`config.mk`:
```
export PLATFORM = sky130hd
export DESIGN_NAME = opfs_top
export DESIGN_NICKNAME = d
export VERILOG_FILES = /design/src/hw/opfs_pkg.sv /design/src/hw/opfs_pin_if.sv /design/src/hw/opfs_pin_drv.sv /design/src/hw/opfs_top.sv
export SDC_FILE = /design/constraint.sdc
export NUM_CORES = 1
export LEC_CHECK = 0
export BUFFER_PORTS_ARGS = -buffer_cell sky130_fd_sc_hd__buf_2
export CORE_MARGIN = 2
export CORE_UTILIZATION = 45
export CTS_CLUSTER_SIZE = 30
export DETAILED_ROUTE_END_ITERATION = 6
export HOLD_SLACK_MARGIN = 0.08
export PLACE_DENSITY = 0.71
export REMOVE_ABC_BUFFERS = 1
export SKIP_CTS_REPAIR_TIMING = 1
export SLEW_MARGIN = 20
export SYNTH_ARGS = -nofsm -noshare
export SYNTH_HDL_FRONTEND = slang
export SYNTH_SLANG_ARGS = --single-unit
```
`constraint.sdc`:
```
create_clock -name mclk_in -period 1.7 [get_ports mclk_in]
set_input_delay 0.255 -clock mclk_in [delete_from_list [all_inputs] [get_ports mclk_in]]
set_output_delay 0.255 -clock mclk_in [all_outputs]
set_load 0.01 [all_outputs]
```
`src/hw/opfs_pkg.sv`:
```
/*
  Package for the output pin function select block: register offsets,
  field positions, reset values and the function and drive encodings.
  Assumes a byte-wide register port addressed by the in-page offset.
*/
package opfs_pkg;

  // ----------------------------------------------------------------
  // Register map
  // ----------------------------------------------------------------
  localparam logic [7:0] OPFS_ADDR_PIN1_CFG  = 8'h22;
  localparam logic [7:0] OPFS_ADDR_PIN2_CFG  = 8'h23;
  localparam logic [7:0] OPFS_ADDR_PIN3_CFG  = 8'h24;
  localparam logic [7:0] OPFS_ADDR_PIN4_CFG  = 8'h25;
  localparam logic [7:0] OPFS_ADDR_LEVELS    = 8'h29;
  localparam logic [7:0] OPFS_PAGE_ID        = 8'h00;
  localparam logic [7:0] OPFS_CFG_RESET      = 8'h00;
  localparam logic [7:0] OPFS_LEVELS_RESET   = 8'h00;

  // ----------------------------------------------------------------
  // Field layout
  // ----------------------------------------------------------------
  localparam int OPFS_FUNC_MSB   = 7;
  localparam int OPFS_FUNC_LSB   = 4;
  localparam int OPFS_DRIVE_MSB  = 2;
  localparam int OPFS_DRIVE_LSB  = 0;
  localparam int OPFS_LEVEL_PIN1 = 6;
  localparam int OPFS_LEVEL_PIN4 = 3;
  localparam logic [7:0] OPFS_CFG_RMASK    = 8'hf7;
  localparam logic [7:0] OPFS_LEVELS_RMASK = 8'h78;

  // ----------------------------------------------------------------
  // Encodings
  // ----------------------------------------------------------------
  localparam logic [3:0] OPFS_FN_DISABLED = 4'h0;
  localparam logic [3:0] OPFS_FN_GP_OUT    = 4'h1;
  localparam logic [3:0] OPFS_FN_IRQ       = 4'h2;
  localparam logic [3:0] OPFS_FN_SDOUT     = 4'h3;
  localparam logic [3:0] OPFS_FN_PDM_CLOCK = 4'h4;

  localparam logic [2:0] OPFS_DRV_HIZ        = 3'h0;
  localparam logic [2:0] OPFS_DRV_ALO_AHI    = 3'h1;
  localparam logic [2:0] OPFS_DRV_ALO_WHI    = 3'h2;
  localparam logic [2:0] OPFS_DRV_ALO_ZHI    = 3'h3;
  localparam logic [2:0] OPFS_DRV_WLO_AHI    = 3'h4;
  localparam logic [2:0] OPFS_DRV_ZLO_AHI    = 3'h5;

endpackage

```
`src/hw/opfs_pin_if.sv`:
```
/*
  Interface carrying one pin's settings from the register file to the
  pin driver. Assumes both ends share the block clock.
*/
`timescale 1ns/100ps
interface opfs_pin_if;
  logic [3:0] func;
  logic [2:0] drive;
  logic       level;
  modport regs (output func, drive, level);
  modport drv  (input  func, drive, level);
endinterface

```
`src/hw/opfs_pin_drv.sv`:
```
/*
  One output pin driver: picks the source from the function code and
  turns it into drive controls for the pad.
  Assumes routed sources come from logic on the same clock.
*/
`timescale 1ns/100ps
module opfs_pin_drv (
  input  wire logic  mclk_in,
  input  wire logic  rst_in,
  opfs_pin_if.drv    cfg,
  input  wire logic  irq_src_in,
  input  wire logic  sdout_src_in,
  input  wire logic  pdm_clock_src_in,
  input  wire logic  sdout_oe_n_in,
  output logic       pin_o_out,
  output logic       pin_oe_n_out,
  output logic       pin_weak_out
);

  logic src;
  logic drv_d;
  logic oe_n_d;
  logic weak_d;

  always_comb begin
    unique case (cfg.func)
      opfs_pkg::OPFS_FN_GP_OUT:    src = cfg.level;
      opfs_pkg::OPFS_FN_IRQ:       src = irq_src_in;
      opfs_pkg::OPFS_FN_SDOUT:     src = sdout_src_in;
      opfs_pkg::OPFS_FN_PDM_CLOCK: src = pdm_clock_src_in;
      default:                     src = 1'b0;
    endcase
  end

  // --------------------------------------------------------------
  // Drive decode
  // --------------------------------------------------------------
  always_comb begin
    drv_d  = src;
    oe_n_d = 1'b1;
    weak_d = 1'b0;
    if (cfg.func == opfs_pkg::OPFS_FN_SDOUT) begin
      // Serial port owns its own tristate; drive field ignored
      oe_n_d = sdout_oe_n_in;
    end else if (cfg.func == opfs_pkg::OPFS_FN_GP_OUT ||
                 cfg.func == opfs_pkg::OPFS_FN_IRQ ||
                 cfg.func == opfs_pkg::OPFS_FN_PDM_CLOCK) begin
      unique case (cfg.drive)
        opfs_pkg::OPFS_DRV_ALO_AHI: oe_n_d = 1'b0;
        opfs_pkg::OPFS_DRV_ALO_WHI: begin
          oe_n_d = 1'b0;
          weak_d = src;
        end
        opfs_pkg::OPFS_DRV_ALO_ZHI: oe_n_d = src;
        opfs_pkg::OPFS_DRV_WLO_AHI: begin
          oe_n_d = 1'b0;
          weak_d = ~src;
        end
        opfs_pkg::OPFS_DRV_ZLO_AHI: oe_n_d = ~src;
        // Hi-Z and the reserved codes leave the pad floating
        default:                    oe_n_d = 1'b1;
      endcase
    end
    // Disabled and reserved functions never drive
  end

  always_ff @(posedge mclk_in) begin
    if (rst_in) begin
      pin_o_out    <= 1'b0;
      pin_oe_n_out <= 1'b1;
      pin_weak_out <= 1'b0;
    end else begin
      pin_o_out    <= drv_d;
      pin_oe_n_out <= oe_n_d;
      pin_weak_out <= weak_d;
    end
  end

endmodule

```
`src/hw/opfs_top.sv`:
```
/*
  Output pin function select: four pin configuration registers, the
  output level register and four pin drivers.
  Assumes a byte register port on the block clock and routed sources
  (interrupt, secondary serial data, PDM clock) from the same clock.
*/
`timescale 1ns/100ps
module opfs_top (
  input  wire logic       mclk_in,
  input  wire logic       rst_in,
  input  wire logic [7:0] addr_in,
  input  wire logic [7:0] wdata_in,
  input  wire logic       wr_in,
  input  wire logic       rd_in,
  output logic      [7:0] rdata_out,
  input  wire logic       irq_src_in,
  input  wire logic       sdout_src_in,
  input  wire logic       sdout_oe_n_in,
  input  wire logic       pdm_clock_src_in,
  output logic      [3:0] pin_o_out,
  output logic      [3:0] pin_oe_n_out,
  output logic      [3:0] pin_weak_out
);

  // ----------------------------------------------------------------
  // Registers
  // ----------------------------------------------------------------
  logic [7:0] cfg_q [4];
  logic [7:0] levels_q;
  logic [7:0] rdata_d;
  logic [2:0] cfg_sel;

  function automatic logic [2:0] cfg_index(input logic [7:0] a);
    if (a == opfs_pkg::OPFS_ADDR_PIN1_CFG) cfg_index = 3'h0;
    else if (a == opfs_pkg::OPFS_ADDR_PIN2_CFG) cfg_index = 3'h1;
    else if (a == opfs_pkg::OPFS_ADDR_PIN3_CFG) cfg_index = 3'h2;
    else if (a == opfs_pkg::OPFS_ADDR_PIN4_CFG) cfg_index = 3'h3;
    else cfg_index = 3'h4;
  endfunction

  // Code 4 marks an address outside the pin registers
  assign cfg_sel = cfg_index(addr_in);

  // Reserved codes are stored as written; the drivers treat them as
  // floating, except that the serial data function ignores the drive field
  always_ff @(posedge mclk_in) begin
    if (rst_in) begin
      for (int i = 0; i < 4; i++) begin
        cfg_q[i] <= opfs_pkg::OPFS_CFG_RESET;
      end
    end else if (wr_in && cfg_sel != 3'h4) begin
      // Bit 3 never stores
      cfg_q[cfg_sel[1:0]] <= wdata_in & opfs_pkg::OPFS_CFG_RMASK;
    end
  end

  always_ff @(posedge mclk_in) begin
    if (rst_in) begin
      levels_q <= opfs_pkg::OPFS_LEVELS_RESET;
    end else if (wr_in && addr_in == opfs_pkg::OPFS_ADDR_LEVELS) begin
      levels_q <= wdata_in & opfs_pkg::OPFS_LEVELS_RMASK;
    end
  end

  // ----------------------------------------------------------------
  // Read port
  // ----------------------------------------------------------------
  always_comb begin
    rdata_d = 8'h00;
    if (cfg_sel != 3'h4) begin
      rdata_d = cfg_q[cfg_sel[1:0]];
    end else if (addr_in == opfs_pkg::OPFS_ADDR_LEVELS) begin
      rdata_d = levels_q;
    end
  end

  // Read data holds only in the cycle after the strobe; unmapped is zero
  always_ff @(posedge mclk_in) begin
    if (rst_in) begin
      rdata_out <= 8'h00;
    end else if (rd_in) begin
      rdata_out <= rdata_d;
    end else begin
      rdata_out <= 8'h00;
    end
  end

  // ----------------------------------------------------------------
  // Pin drivers
  // ----------------------------------------------------------------
  for (genvar p = 0; p < 4; p++) begin : g_pin
    opfs_pin_if pin_cfg ();
    assign pin_cfg.func  = cfg_q[p][opfs_pkg::OPFS_FUNC_MSB:
                                    opfs_pkg::OPFS_FUNC_LSB];
    assign pin_cfg.drive = cfg_q[p][opfs_pkg::OPFS_DRIVE_MSB:
                                    opfs_pkg::OPFS_DRIVE_LSB];
    assign pin_cfg.level = levels_q[opfs_pkg::OPFS_LEVEL_PIN1 - p];

    opfs_pin_drv u_drv (
      .mclk_in          (mclk_in),
      .rst_in           (rst_in),
      .cfg              (pin_cfg),
      .irq_src_in       (irq_src_in),
      .sdout_src_in     (sdout_src_in),
      .pdm_clock_src_in (pdm_clock_src_in),
      .sdout_oe_n_in    (sdout_oe_n_in),
      .pin_o_out        (pin_o_out[p]),
      .pin_oe_n_out     (pin_oe_n_out[p]),
      .pin_weak_out     (pin_weak_out[p])
    );
  end

endmodule

```
==> flow_summary.yaml, run 1 <==
status:
  outcome: "completed"
power_and_ir_drop:
  sequentialPowerShare_pct: 58.1
  power.share.switching_pct: 26.0
  leakagePower_nw: 1.36
  pwr-share-clk_pct: 29.1
  p_sw_uw: 636
  p_int_mw: 1.81
  p_per_area_nw_per_um2: 728
  ir_drop_mv: 0.430
  combPwrFrac_pct: 12.9
critical_path:
  required_ps: 1930
  crit_chain: "and3b_1 > a31oi_2 > o21bai_1 > or3b_1 > a211oi_2"
  crit_buf_inv: 0
  critPathTopFamily: "simple AND/OR/NAND/NOR gates"
  startpoint_type: "flip-flop"
  arrival_ps: 1910
  cp_slowest_cell: "edfxtp_1"
  critPathKind: "reg2reg"
  cp_max_fo: 5
  cp_slowest_stage_delay_ps: 510
  endpoint_kind: "flip-flop"
yosys:
  synth_commonest_cells: "and2_1 (30), edfxtp_1 (28), dfxtp_1 (24)"
  syn_inst: 257
  synth_top_area_share_pct: 30.8
  synthTopCellsByArea: "edfxtp_1 (31%), dfxtp_1 (18%), and2_1 (6.9%), mux2i_1 (5.1%), buf_4 (3.3%)"
  synth_edf_count: 28
  synth_cell_types: 56
  synth_ff_type: "edfxtp_1"
  yosys.area.top_type: "edfxtp_1"
  async_flop_share_pct: 0
  syn-cell-area_um2: 2730
  ys_warn_count: 0
  ys_seq_area_share_pct: 48.4
  yosysMostFrequentCell: "and2_1"
  syn_area_per_cell_um2: 10.6
  synth_seq_cells: 52
global_routing:
  grt_pass1_vias: 2012
  grt_max_degree: 18
  grt_pass1_wl_um: 9850
  grt.total_usage_pct: 20.1
  antenna_found_initial: 0
  overflow: 0
placed_design:
  gp_congestion: 0.901
  place_hpwl_um: 5010
  portBuffers: 43
  dpl_cell_area_um2: 3100
sta:
  maxSlewViolCount: 0
  slew_headroom_pct: 70.3
  finalSetupViolCount: 0
  hold_viol: 0
  min_period_over_period_pct: 98.8
  clock_skew_ps: 6.77
  max_freq_mhz: 595
  period_minus_slack_ps: 1680
  whs_ps: 180
  grt_setup_unrepaired: "yes"
  worst_pin_slew_ps: 438
floorplanning:
  dieArea_um2: 6700
  row_count: 28
  die_w_um: 81.9
  die_h_um: 81.9
  coreArea_um2: 5890
  ios: 44
  initial_utilization_pct: 46.3
routing:
  route.detailed.drc: 0
  first_iter_violations: 145
  wl_met3_um: 477
  viasPerCell: 5.42
  drt-met1-wl_um: 2980
  top_layer_used: "met4"
  via_count: 2152
  post_drt_wl_per_cell_um: 16.8
  antenna_left: 0
  drt_wl_total_um: 6680
  dr.pass1.iters: 4
  wl_met2_um: 3050
layout:
  drive_gt1_share_pct: 35.4
  final_area_um2: 3360
  diodes: 0
  fin_nets: 345
  fillers: 515
  synthToLayoutAreaGrowth_pct: 23.2
cts:
  cts_tree: "yes"
  cts_root_buf: "clkbuf_8"
  cts_buffer_depth: 2
  cts_sinks: 52
  clk_latency_ps: 310
  clkSlewWorstSetupHoldPaths_ps: 100
  h-tree-depth: 2
  numCtsBuffers: 5
run:
  maxCapViolations: 0
worst_hold_path:
  hold_path.class: "in2reg"
[cell families after synthesis]
family | share of synthesized area, %
compound gates | 13.4
xor+xnor | 0.963
buf+inv | 4.63
flops | 48.4
mux | 5.96
simple gates | 26.6
[cell type report]
cell class,instances,area (um^2),share of cell area (%)
Clock inverter,2,16.3,0.484
Inverter,4,15.0,0.447
Multi-Input combinational cell,184,1390,41.4
Tap cell,75,93.8,2.79
Sequential cell,52,1320,39.3
Timing Repair Buffer,74,452,13.4
Clock buffer,6,72.6,2.16
[power groups by stage]
stage	Sequential, mW	Clock, mW	Combinational (mW)
after floorplan	1.43	0	0.131
after global placement	1.44	0	0.269
after detailed placement	1.44	0	0.271
after CTS	1.41	0.713	0.273
after global routing	1.43	0.761	0.340
final	1.42	0.712	0.315
[flip-flops by register name, summed over array words and instances (netlist names)]
signal                    flops
rdata_out                     8
levels_q                      4
g_pin.u_drv.pin_weak_out      4
g_pin.u_drv.pin_o_out         4
cfg_q                        28
g_pin.u_drv.pin_oe_n_out      4
[through the flow]
step                      setup slack [ps]  total power [mW]  cells  TNS [ps]  util (%)
after floorplan                       -105              1.57    240     -1910         -
after global placement                -109              1.71    381     -2560      52.6
after detailed placement              -131              1.72    381     -3270      52.6
after CTS                            -13.6              2.40    389     -28.0      54.1
after global routing                 -82.7              2.53    397      -249      57.1
final                                 20.1              2.45    397         0      57.1
[worst reg2reg max path, cell delays in order, from the launching register on]
cell and delay (ps):
edfxtp_1 510, and3b_1 240, a31oi_2 180, o21bai_1 110, or3b_1 390, a211oi_2 180
[routing by layer]
layer	track usage, %	vias up
li1	-	1062
met1	27.0	992
met2	31.2	83
met3	4.29	15
met4	8.67	0
met5	0	-
[final timing paths]
kind | startpoint | endpoint | slack (ps) | cells after the start
worst min-delay path | wdata_in[3] | levels_q[3] | 180 | 3
worst max-delay path | cfg_q[0][4] | g_pin[0].u_drv.pin_weak_out | 20 | 5
worst min register to register | levels_q[3] | rdata_out[3] | 500 | 1
worst max register to register | cfg_q[0][4] | g_pin[0].u_drv.pin_weak_out | 20 | 5
[placed cells by master (no fill, tap or decap), drive strengths merged, types with 2 or more instances in the layout]
cell / count
a211o: 3
a211oi: 3
a21oi: 4
a22o: 3
a22oi: 3
a2bb2oi: 2
and2: 30
and3: 2
buf: 74
clkbuf: 6
dfxtp: 24
edfxtp: 28
inv: 5
mux2: 2
mux2i: 14
nand2: 2
nand2b: 4
nand3: 5
nand3b: 5
nor2: 23
nor2b: 7
nor3: 10
nor3b: 6
nor4: 2
nor4b: 2
nor4bb: 2
o211ai: 3
o21ai: 14
o21bai: 2
o22a: 4
or2: 6
or3b: 2
xor2: 3
(Power assumes the default switching activity.)
==> inputs of run 2 (changes only) <==
--- a/config.mk
+++ b/config.mk
@@ -17,4 +17,6 @@
 export SLEW_MARGIN = 20
 export SYNTH_ARGS = -nofsm -noshare
 export SYNTH_HDL_FRONTEND = slang
+export SYNTH_HIERARCHICAL = 1
 export SYNTH_SLANG_ARGS = --single-unit
+export TNS_END_PERCENT = 20
==> run 2 against run 1 <==
  * Clock power up 17%
  * First-iteration DRC count up 29%
  * Via count up 4.5%
  * Global-route usage down 0.78 points
  * Critical path type unchanged
  * Synthesized area up 4.0%
  * Flip-flop and latch count unchanged
  * Largest power group unchanged
  * Maximum frequency up 0.94%
  * Hold slack worse by 2.1 ps
  * Power up 5.6%
  * Worst setup slack better by 16 ps
  * Die area up 3.8%
  * Critical endpoint is now g_pin[1].u_drv/pin_weak_out
==> flow_summary.yaml, run 2 <==
placed_design:
  gp_congestion: 0.940
  pre_cts_ws_ps: -37.2
  dpl_cell_area_um2: 3330
  place_hpwl_um: 5190
  portBuffers: 43
sta:
  setup_ws_ps: 35.7
  maxSlewViolCount: 0
  min_period_over_period_pct: 97.9
  max_freq_mhz: 601
  slew_headroom_pct: 73.4
  finalSetupViolCount: 0
  worst_pin_slew_ps: 397
  grt_setup_unrepaired: "yes"
  hold_viol: 0
  period_minus_slack_ps: 1660
  clock_skew_ps: 8.73
status:
  outcome: "completed"
routing:
  first_iter_violations: 187
  antenna_left: 0
  viasPerCell: 5.72
  route.detailed.drc: 0
  post_drt_wl_per_cell_um: 16.9
  via_count: 2248
  drt_wl_total_um: 6650
  dr.pass1.iters: 5
critical_path:
  crit_buf_inv: 0
  cp_slowest_stage_delay_ps: 500
  critPathKind: "reg2reg"
  arrival_ps: 1900
  startpoint_type: "flip-flop"
  required_ps: 1930
  endpoint_kind: "flip-flop"
  cp_max_fo: 5
  critPathTopFamily: "simple AND/OR/NAND/NOR gates"
  crit_chain: "and4bb_2 > a311oi_4 > or4b_4 > a211oi_2"
  cp_slowest_cell: "or4b_4"
layout:
  diodes: 0
  layout_common_cells: "buf_2 (43), and2_1 (29), buf_4 (29)"
  fin_nets: 341
  final_area_um2: 3470
  reg_top3: "cfg_q: 28 flops, rdata_out: 8 flops"
  largest_reg_flops: 28
  top_register: "cfg_q"
  drive_gt1_share_pct: 35.5
  layout_commonest_cell: "buf_2"
  synthToLayoutAreaGrowth_pct: 22.2
cts:
  cts_buffer_depth: 2
  clk_latency_ps: 310
  numCtsBuffers: 5
  cts_sinks: 52
  clkSlewWorstSetupHoldPaths_ps: 90
  cts_tree: "yes"
  h-tree-depth: 2
  cts_root_buf: "clkbuf_8"
global_routing:
  antenna_found_initial: 0
  overflow: 0
  grt.total_usage_pct: 19.3
  grt_pass1_wl_um: 10500
  grt_max_degree: 16
  grt_pass1_vias: 2049
floorplanning:
  ios: 44
  initial_utilization_pct: 47.3
  die_h_um: 83.4
  die_w_um: 83.4
  row_count: 28
  dieArea_um2: 6950
  coreArea_um2: 5990
yosys:
  synth_ff_type: "edfxtp_1"
  synthTopCellsByArea: "edfxtp_1 (30%), dfxtp_1 (17%), and2_1 (6.4%), a311oi_4 (3.7%), and4bb_2 (3.5%)"
  yosys.area.top_type: "edfxtp_1"
  async_flop_share_pct: 0
  synth_seq_cells: 52
  ys_warn_count: 6
  synth_commonest_cells: "and2_1 (29), edfxtp_1 (28), dfxtp_1 (24)"
  synth_top_area_share_pct: 29.6
  syn_area_per_cell_um2: 11.8
  synth_cell_types: 47
  synth_edf_count: 28
  ys_seq_area_share_pct: 46.6
  syn_inst: 240
  syn-cell-area_um2: 2840
  yosysMostFrequentCell: "and2_1"
power_and_ir_drop:
  ir_drop_mv: 0.401
  leakagePower_nw: 1.39
  p_per_area_nw_per_um2: 746
  power_mw: 2.58
worst_hold_path:
  hold_path.class: "in2reg"
run:
  maxCapViolations: 0
run 2: changes by cell type after synthesis, sizes merged, moves of 5 or more:
cell and delta:
a211oi +5, and4bb +10, buf -13, nand3b -5
nand4 +7, nor2 -5, nor3b -5, o211ai +5
o21ai -5
run 2: cell type report:
type / instances / area, um^2
fillers: 504 / 2520
multi-input cells: 182 / 1500
flip-flops and latches: 52 / 1320
repair buffers: 72 / 433
well taps: 75 / 93.8
clock buffers: 6 / 72.6
clock inverters: 2 / 35.0
inverters: 4 / 15.0
run 2: worst reg2reg max path, cell delays in order (launching register included):
cell      delay (ps)
edfxtp_1         470
and4bb_2         370
a311oi_4          60
or4b_4           500
a211oi_2         190
run 2: report_power, final:
part	switching, mW	total (mW)	internal, mW
clock	0.397	0.834	0.437
combinational	0.171	0.329	0.158
sequential	0.0566	1.42	1.36
run 2: metal layers:
metal	track usage [%]	part of all wire, %	up-vias
li1	-	-	1090
met1	26.4	47	1058
met2	29.7	45	90
met3	4.17	5.2	10
met4	8.05	1.9	0
met5	0	0	-
run 2: worst paths after layout:
| kind | from | endpoint | slack [ps] | cells after the start |
|---|---|---|---|---|
| max | cfg_q[1][3] | g_pin[1].u_drv/pin_weak_out | 40 | 4 |
| min | wdata_in[3] | levels_q[3] | 180 | 3 |
| max reg2reg | cfg_q[1][3] | g_pin[1].u_drv/pin_weak_out | 40 | 4 |
| min reg2reg | levels_q[5] | rdata_out[5] | 520 | 1 |
run 2: stage by stage:
stage	cells	hold slack, ps	utilization [%]	setup TNS, ps
final	393	178	57.9	0
after global routing	393	186	57.9	-65.0
after CTS	390	179	57.4	0
after detailed placement	382	499	55.6	-583
after global placement	382	494	55.6	-361
after floorplan	238	327	-	-984
run 2: logic make-up after synthesis:
kind of cell           count (synthesis)  synth area share (%)
flip-flops                            52                  46.6
AO/OA/AOI/OAI                         48                  15.4
AND/OR/NAND/NOR                      114                  29.6
XOR/XNOR                               5                  1.54
buffers and inverters                  6                 0.838
multiplexers                          15                  6.04
